==> config.mk <==
export PLATFORM = sky130hd
export DESIGN_NAME = cmp_ctrl
export DESIGN_NICKNAME = d
export VERILOG_FILES = /design/src/rtl/cmp_ctrl_pkg.sv /design/src/rtl/cmp_ctrl.sv /design/src/rtl/cmp_sync.sv
export VERILOG_INCLUDE_DIRS = /design/src /design/src/rtl
export SDC_FILE = /design/constraint.sdc
export NUM_CORES = 1
export LEC_CHECK = 0
export ABC_AREA = 1
export BUFFER_PORTS_ARGS = -buffer_cell sky130_fd_sc_hd__clkbuf_2
export CAP_MARGIN = 20
export CORE_MARGIN = 2
export CORE_UTILIZATION = 39
export CTS_CLUSTER_DIAMETER = 50
export CTS_CLUSTER_SIZE = 24
export DETAILED_ROUTE_END_ITERATION = 12
export PLACE_DENSITY = 0.8
export SLEW_MARGIN = 40
export SYNTH_ARGS = -nofsm -noshare
export SYNTH_HDL_FRONTEND = slang
export SYNTH_SLANG_ARGS = --single-unit
==> constraint.sdc <==
create_clock -name CORE_CLK_IN -period 1.4 [get_ports CORE_CLK_IN]
set_input_delay 0.14 -clock CORE_CLK_IN [delete_from_list [all_inputs] [get_ports CORE_CLK_IN]]
set_output_delay 0.14 -clock CORE_CLK_IN [all_outputs]
set_load 0.02 [all_outputs]
==> src/rtl/cmp_ctrl_map.svh <==
// Register offsets, field positions and reset values of the comparator control block
`ifndef CMP_CTRL_MAP_SVH
`define CMP_CTRL_MAP_SVH

// Byte offsets on the APB bus
`define CMP_CONTROL_OFS     8'h00
`define CMP_IRQ_STATUS_OFS  8'h04
`define CMP_IRQ_MASK_OFS    8'h08
`define CMP_IRQ_SET_OFS     8'h0c
`define CMP_PIN_FUNC_OFS    8'h10

// comparator_control fields
`define CMP_EN_BIT          6
`define CMP_POL_BIT         5
`define CMP_OUT_BIT         4
`define CMP_HYST_BIT        0

// Interrupt status, mask and set registers
`define CMP_IRQ_CHANGE_BIT  0

// Pin function register fields
`define CMP_PIN_OUT_BIT     0
`define CMP_PIN_IN_BIT      1

// Reset values
`define CMP_EN_RST          1'h0
`define CMP_POL_RST         1'h0
`define CMP_HYST_RST        1'h1
`define CMP_MASK_RST        1'h0
`define CMP_PIN_OUT_RST     1'h0
`define CMP_PIN_IN_RST      1'h0

// Synchroniser depth for the analog result
`define CMP_SYNC_STAGES     2

`endif

==> src/rtl/cmp_ctrl_pkg.sv <==
// Types shared by the comparator control block
package cmp_ctrl_pkg;

  typedef logic [7:0]  apb_addr_type;
  typedef logic [31:0] apb_data_type;
  typedef logic [7:0]  ctrl_byte_type;

endpackage

==> src/rtl/cmp_ctrl.sv <==
// Analog comparator control, status and interrupt logic with an APB slave
//
// Notes on behaviour
// - Enable bit powers comparator on or off
// - Disabled comparator forces output status low
// - Polarity bit selects raw or inverted result
// - Status reads one when plus exceeds minus with polarity bit clear, zero with it set
// - Hysteresis bit drives comparator hysteresis enable
// - Unimplemented control bits ignore writes, read zero
// - Output may drive shared pin when selected
// - Input pin function disconnects pull-high resistor
// - Every status change sets interrupt flag
// - Enabled raised flag requests comparator interrupt
// - Change of an enabled comparator in sleep or idle that raises a clear flag requests wake-up
// - Comparator keeps running during sleep or idle
`include "cmp_ctrl_map.svh"
`timescale 1ns/1ps
`default_nettype none

module cmp_ctrl (
  input  wire logic                       CORE_CLK_IN,
  input  wire logic                       SRST_IN,
  // APB slave
  input  wire logic                       PSEL_IN,
  input  wire logic                       PENABLE_IN,
  input  wire logic                       PWRITE_IN,
  input  wire cmp_ctrl_pkg::apb_addr_type PADDR_IN,
  input  wire cmp_ctrl_pkg::apb_data_type PWDATA_IN,
  output cmp_ctrl_pkg::apb_data_type      PRDATA_OUT,
  output logic                            PREADY_OUT,
  output logic                            PSLVERR_OUT,
  // Analog core and pins
  input  wire logic                       CMP_RESULT_IN,
  output logic                            CMP_POWER_EN_OUT,
  output logic                            CMP_HYST_EN_OUT,
  output logic                            CMP_PIN_OUT,
  output logic                            CMP_PIN_OE_OUT,
  output logic                            CMP_PULLUP_DIS_OUT,
  // Core power state and events
  input  wire logic                       CORE_SLEEP_IN,
  output logic                            WAKE_OUT,
  output logic                            IRQ_OUT
);

  // Stored control state
  logic comparator_enable_q;
  logic output_polarity_select_q;
  logic hysteresis_enable_q;
  logic irq_mask_q;
  logic pin_out_sel_q;
  logic pin_in_sel_q;
  logic comparator_enable_d;
  logic output_polarity_select_d;
  logic hysteresis_enable_d;
  logic irq_mask_d;
  logic pin_out_sel_d;
  logic pin_in_sel_d;

  // Status and event state
  logic comparator_output_status_q;
  logic comparator_output_status_d;
  logic change_flag_q;
  logic change_flag_d;
  logic wake_q;
  logic wake_d;

  // Bus read path
  cmp_ctrl_pkg::apb_data_type rdata_q;
  cmp_ctrl_pkg::apb_data_type rdata_d;

  // Synchronised comparator result
  logic result_sync;

  // Decode wires
  logic setup_phase;
  logic access_phase;
  logic wr_access;
  logic hit_control;
  logic hit_irq_status;
  logic hit_irq_mask;
  logic hit_irq_set;
  logic hit_pin_func;
  logic addr_mapped;
  logic wr_control;
  logic wr_irq_status;
  logic wr_irq_mask;
  logic wr_irq_set;
  logic wr_pin_func;

  // Event wires
  logic status_change;
  logic flag_clear;
  logic flag_sw_set;
  logic flag_rise_by_change;

  // Read image of each register
  cmp_ctrl_pkg::ctrl_byte_type control_image;
  cmp_ctrl_pkg::ctrl_byte_type irq_status_image;
  cmp_ctrl_pkg::ctrl_byte_type irq_mask_image;
  cmp_ctrl_pkg::ctrl_byte_type pin_func_image;

  // Bring the asynchronous analog result into the clock domain
  cmp_sync #(
    .STAGES   (`CMP_SYNC_STAGES)
  ) u_result_sync (
    .clk_in   (CORE_CLK_IN),
    .srst_in  (SRST_IN),
    .async_in (CMP_RESULT_IN),
    .sync_out (result_sync)
  );

  // APB phase and address decode
  assign setup_phase    = PSEL_IN & ~PENABLE_IN;
  assign access_phase   = PSEL_IN & PENABLE_IN;
  assign wr_access      = access_phase & PWRITE_IN;
  assign hit_control    = (PADDR_IN == `CMP_CONTROL_OFS);
  assign hit_irq_status = (PADDR_IN == `CMP_IRQ_STATUS_OFS);
  assign hit_irq_mask   = (PADDR_IN == `CMP_IRQ_MASK_OFS);
  assign hit_irq_set    = (PADDR_IN == `CMP_IRQ_SET_OFS);
  assign hit_pin_func   = (PADDR_IN == `CMP_PIN_FUNC_OFS);
  assign addr_mapped    = hit_control | hit_irq_status | hit_irq_mask
                        | hit_irq_set | hit_pin_func;

  // Write strobes, one per register
  assign wr_control    = wr_access & hit_control;
  assign wr_irq_status = wr_access & hit_irq_status;
  assign wr_irq_mask   = wr_access & hit_irq_mask;
  assign wr_irq_set    = wr_access & hit_irq_set;
  assign wr_pin_func   = wr_access & hit_pin_func;

  // Zero wait states; error only for unmapped addresses
  assign PREADY_OUT  = 1'h1;
  assign PSLVERR_OUT = access_phase & ~addr_mapped;

  // Next control values; only bits 6, 5 and 0 hold state
  assign comparator_enable_d      = wr_control ? PWDATA_IN[`CMP_EN_BIT] : comparator_enable_q;
  assign output_polarity_select_d = wr_control ? PWDATA_IN[`CMP_POL_BIT] : output_polarity_select_q;
  assign hysteresis_enable_d      = wr_control ? PWDATA_IN[`CMP_HYST_BIT] : hysteresis_enable_q;

  // Next mask and pin function values
  assign irq_mask_d    = wr_irq_mask ? PWDATA_IN[`CMP_IRQ_CHANGE_BIT] : irq_mask_q;
  assign pin_out_sel_d = wr_pin_func ? PWDATA_IN[`CMP_PIN_OUT_BIT] : pin_out_sel_q;
  assign pin_in_sel_d  = wr_pin_func ? PWDATA_IN[`CMP_PIN_IN_BIT] : pin_in_sel_q;

  // Comparator enable; low at reset keeps the core unpowered
  always_ff @(posedge CORE_CLK_IN) begin
    if (SRST_IN) begin
      comparator_enable_q <= `CMP_EN_RST;
    end else begin
      comparator_enable_q <= comparator_enable_d;
    end
  end

  // Output polarity select
  always_ff @(posedge CORE_CLK_IN) begin
    if (SRST_IN) begin
      output_polarity_select_q <= `CMP_POL_RST;
    end else begin
      output_polarity_select_q <= output_polarity_select_d;
    end
  end

  // Hysteresis enable; on at reset
  always_ff @(posedge CORE_CLK_IN) begin
    if (SRST_IN) begin
      hysteresis_enable_q <= `CMP_HYST_RST;
    end else begin
      hysteresis_enable_q <= hysteresis_enable_d;
    end
  end

  // Interrupt mask
  always_ff @(posedge CORE_CLK_IN) begin
    if (SRST_IN) begin
      irq_mask_q <= `CMP_MASK_RST;
    end else begin
      irq_mask_q <= irq_mask_d;
    end
  end

  // Output pin drive selection
  always_ff @(posedge CORE_CLK_IN) begin
    if (SRST_IN) begin
      pin_out_sel_q <= `CMP_PIN_OUT_RST;
    end else begin
      pin_out_sel_q <= pin_out_sel_d;
    end
  end

  // Input pin function selection
  always_ff @(posedge CORE_CLK_IN) begin
    if (SRST_IN) begin
      pin_in_sel_q <= `CMP_PIN_IN_RST;
    end else begin
      pin_in_sel_q <= pin_in_sel_d;
    end
  end

  // Output status: polarity applied, forced low while disabled
  assign comparator_output_status_d = comparator_enable_q
                                    & (result_sync ^ output_polarity_select_q);

  // Status follows the comparator regardless of core sleep
  always_ff @(posedge CORE_CLK_IN) begin
    if (SRST_IN) begin
      comparator_output_status_q <= 1'h0;
    end else begin
      comparator_output_status_q <= comparator_output_status_d;
    end
  end

  // Change on either edge of the status bit
  assign status_change = comparator_output_status_d ^ comparator_output_status_q;

  // Software clear by writing one, software preset through the set register
  assign flag_clear  = wr_irq_status & PWDATA_IN[`CMP_IRQ_CHANGE_BIT];
  assign flag_sw_set = wr_irq_set & PWDATA_IN[`CMP_IRQ_CHANGE_BIT];

  // Hardware set wins over a clear in the same cycle
  assign change_flag_d = status_change | flag_sw_set
                       | (change_flag_q & ~flag_clear);

  // A change wakes the core only when it raises a clear flag
  assign flag_rise_by_change = status_change & ~change_flag_q;

  // Wake request held until the core leaves sleep or idle
  assign wake_d = CORE_SLEEP_IN
                & ((flag_rise_by_change & comparator_enable_q) | wake_q);

  // Interrupt flag, sticky until written with a one
  always_ff @(posedge CORE_CLK_IN) begin
    if (SRST_IN) begin
      change_flag_q <= 1'h0;
    end else begin
      change_flag_q <= change_flag_d;
    end
  end

  // Wake-up request state
  always_ff @(posedge CORE_CLK_IN) begin
    if (SRST_IN) begin
      wake_q <= 1'h0;
    end else begin
      wake_q <= wake_d;
    end
  end

  // Register read images, unimplemented bits tied to zero
  assign control_image = {1'h0,
                          comparator_enable_q,
                          output_polarity_select_q,
                          comparator_output_status_q,
                          3'h0,
                          hysteresis_enable_q};
  assign irq_status_image = {7'h00, change_flag_q};
  assign irq_mask_image   = {7'h00, irq_mask_q};
  assign pin_func_image   = {6'h00, pin_in_sel_q, pin_out_sel_q};

  // Read mux; the set register and unmapped space read zero
  always_comb begin
    rdata_d = 32'h0000_0000;
    if (hit_control) begin
      rdata_d = {24'h00_0000, control_image};
    end else if (hit_irq_status) begin
      rdata_d = {24'h00_0000, irq_status_image};
    end else if (hit_irq_mask) begin
      rdata_d = {24'h00_0000, irq_mask_image};
    end else if (hit_pin_func) begin
      rdata_d = {24'h00_0000, pin_func_image};
    end
  end

  // Read data captured in the setup cycle, held through the access cycle
  always_ff @(posedge CORE_CLK_IN) begin
    if (SRST_IN) begin
      rdata_q <= 32'h0000_0000;
    end else if (setup_phase) begin
      rdata_q <= (PWRITE_IN) ? 32'h0000_0000 : rdata_d;
    end
  end

  assign PRDATA_OUT = rdata_q;

  // Analog control outputs
  assign CMP_POWER_EN_OUT = comparator_enable_q;
  assign CMP_HYST_EN_OUT  = hysteresis_enable_q;

  // Shared pins: output drive and pull-high release
  assign CMP_PIN_OUT        = comparator_output_status_q;
  assign CMP_PIN_OE_OUT     = pin_out_sel_q;
  assign CMP_PULLUP_DIS_OUT = pin_in_sel_q;

  // Level interrupt and wake-up requests
  assign IRQ_OUT  = change_flag_q & irq_mask_q;
  assign WAKE_OUT = wake_q;

endmodule

`default_nettype wire

==> src/rtl/cmp_sync.sv <==
// Multi-stage level synchroniser for asynchronous inputs
`timescale 1ns/1ps
`default_nettype none

module cmp_sync #(
  parameter int STAGES = 2
) (
  input  wire logic clk_in,
  input  wire logic srst_in,
  input  wire logic async_in,
  output logic      sync_out
);

  logic [STAGES-1:0] chain_q;

  // Shift chain; only the last stage is read outside
  always_ff @(posedge clk_in) begin
    if (srst_in) begin
      chain_q <= '0;
    end else begin
      chain_q <= {chain_q[STAGES-2:0], async_in};
    end
  end

  assign sync_out = chain_q[STAGES-1];

endmodule

`default_nettype wire

==> results.toml <==
[timing]
timing.setup.tns_ns = 0
setup_viol = 0
hold_viol = 0
min_period_ns = 1.14
maxSlewViolCount = 0
fmax_mhz = 881
finalClockSkew_ns = 0.00448
fin_crit_sh = 0.811
rsz0062_at_grt = "false"

[setup_path]
crit_top_cell = "nand3_1"
critPathKind = "register to register"
cp_data_arrival_time_ns = 1.35
slowest_stage = "dfxtp_1"
crit_fanout = 4
startpoint_type = "register"
path_cells = "or2_1, nand3_1, xnor2_1, nand3_1, a21oi_1"
required_ns = 1.62
cpPeakStageDelay_ns = 0.35
setup.worst_path.end_class = "register"
critical-path-top-delay-family = "simple AND/OR/NAND/NOR gates"
crit_buf_inv = 0

[floorplanning]
coreArea_sq_um = 2710
die_h_microns = 57.0
start_util = 0.404
die-area_sq_um = 3250
rows = 19
die_x_microns = 57.0
io_pins = 88

[yosys]
ys_ff_latch = 16
netlist_area_sq_um = 1100
syn_inst = 158
ys_seq_area_frac = 0.292
postSynthAreaPerCell_sq_um = 6.94
synth_warnings = 0
synth_cell_types = 24

[pwr]
p_leak_nw = 0.605
power-per-cell-area_nw_per_um2 = 765
swShare = 0.293
power_frac_seq = 0.495
comb_power_share = 0.182
p_int_uw = 654
switchingPower_uw = 272
p_clk_frac = 0.322
peakVddDrop_v = 0.000848

[finish]
nets = 238
syn2layout_area_growth_pct = 10.4
layout_common_cells = "clkbuf_2, conb_1, nand2_1"
drive_gt1_frac = 0.300
antenna-diode-count = 0
final_common_cell = "clkbuf_2"
finalNonFillerCells = 221

[routing]
wl_per_cell_microns = 8.77
wl_microns = 1940
drtIter0Drc = 16
drc = 0
ant_nets = 0
firstDrtPassIters = 6
dr_total_vias = 927
viasPerCell = 4.19

[cts]
cts_root_buf = "clkbuf_4"
clk_pin_slew_ns = 0.09
cts_tree = "yes"
cts_buffer_depth = 2
worstSkewPairLatency_ns = 0.28
h-tree-depth = 1
cts-buffers-inserted = 3
cts_setup_buffers = 0
cts_resized = 0
cts_hold_buffers = 0
cts.sinks = 16

[global_route]
grt_max_degree = 12
grt_pass1_vias = 781
grt_usage = 0.124
grt_pass1_wl_microns = 3270
antenna_found_initial = 0
grt_overflow_total = 0

[placement]
dp.cells = 217
dpl.hpwl_microns = 1650
portBuffers = 31
place_congestion = 0.812

[run_status]
status = "complete, no violations"

[worst_hold_path]
hp-class = "input port to register"

[run]
max_cap_viol_count = 0
==> power by group through the flow <==
stage               registers (mW)  logic, mW  clock network, mW
global route                 0.459      0.188              0.331
finish                       0.458      0.169              0.298
global placement             0.469      0.167                  0
floorplan                    0.469      0.185                  0
CTS                          0.458      0.169              0.309
detailed placement           0.469      0.168                  0
==> cells by family (layout without fill, tap and decap cells) <==
logic type / after synthesis / count (layout) / synth area share
DFF: 16 / 16 / 0.292
xor gates and xnor gates: 1 / 1 / 0.00799
and+or+nand+nor: 74 / 74 / 0.348
AOI/OAI and AO/OA: 16 / 16 / 0.0811
other: 2 / 28 / 0.00685
buffers and inverters: 49 / 55 / 0.264
==> cells in the mapped netlist <==
| cell | number | share of area |
|---|---|---|
| clkbuf_1 | 1 | 0.0034 |
| buf_4 | 28 | 0.19 |
| a211oi_1 | 1 | 0.0069 |
| o21ai_1 | 4 | 0.018 |
| xnor2_1 | 1 | 0.0080 |
| a21oi_2 | 1 | 0.0080 |
| nand2_4 | 1 | 0.010 |
| nand3_2 | 2 | 0.018 |
| nor3_1 | 1 | 0.0046 |
| nand2_2 | 7 | 0.040 |
| nand4_1 | 1 | 0.0057 |
| inv_1 | 16 | 0.055 |
| conb_1 | 2 | 0.0069 |
| dfxtp_1 | 16 | 0.29 |
| nand3_1 | 12 | 0.055 |
| a21oi_1 | 9 | 0.041 |
| nor2_1 | 19 | 0.065 |
| inv_2 | 3 | 0.010 |
| clkinv_1 | 1 | 0.0034 |
| nand2_1 | 22 | 0.075 |
| or2_1 | 1 | 0.0057 |
| o211ai_1 | 1 | 0.0069 |
| nor2_2 | 3 | 0.017 |
| nor2_4 | 5 | 0.051 |
==> flip-flops by register name, indices dropped and copies added, names as in the netlist <==
name and cells:
CMP_PIN_OE_OUT 1, CMP_HYST_EN_OUT 1, CMP_PIN_OUT 1, PRDATA_OUT 5, change_flag_q 1, CMP_POWER_EN_OUT 1, u_result_sync.chain_q 2, CMP_PULLUP_DIS_OUT 1
output_polarity_select_q 1, WAKE_OUT 1, irq_mask_q 1
==> cell type report <==
cell class	count	area (sq um)
clock buffer	4	36.3
timing repair buffer	31	155
sequential	16	320
inverter	20	75.1
tap	31	38.8
multi-input combinational	119	584
fill	295	1500
==> worst paths after layout <==
check | start | to | slack [ns] | depth (start not counted)
worst max register to register | output_polarity_select_q | WAKE_OUT | 0.26 | 5
worst min register to register | u_result_sync.chain_q[0] | u_result_sync.chain_q[1] | 0.41 | 2
worst min-delay path | CMP_RESULT_IN | u_result_sync.chain_q[0] | 0.04 | 3
worst max-delay path | output_polarity_select_q | WAKE_OUT | 0.26 | 5
==> worst min-delay path, delay by kind of cell <==
kind / cells / cell delay [ns]
buf+inv: 2 / 0.12
simple gates: 1 / 0.03
==> routing by layer <==
| metal | share of wire | up-vias | GRT usage |
|---|---|---|---|
| met3 | 0.084 | 0 | 0.0476 |
| met4 | 0 | 0 | 0 |
| met2 | 0.47 | 37 | 0.209 |
| li1 | - | 502 | - |
| met1 | 0.45 | 388 | 0.163 |
| met5 | 0 | - | 0 |
==> metrics by stage <==
| step | area, sq um | util | setup WS [ns] | power, mW | hold slack (ns) |
|---|---|---|---|---|---|
| after floorplan | 1190 | - | 0.292 | 0.654 | 0.247 |
| after global placement | 1170 | 0.433 | 0.263 | 0.636 | 0.337 |
| after detailed placement | 1170 | 0.433 | 0.280 | 0.637 | 0.335 |
| after CTS | 1210 | 0.446 | 0.252 | 0.936 | 0.0263 |
| after global routing | 1210 | 0.446 | 0.145 | 0.979 | 0.0538 |
| final | 1210 | 0.446 | 0.265 | 0.926 | 0.0354 |
Power figures use the tool's default switching activity.
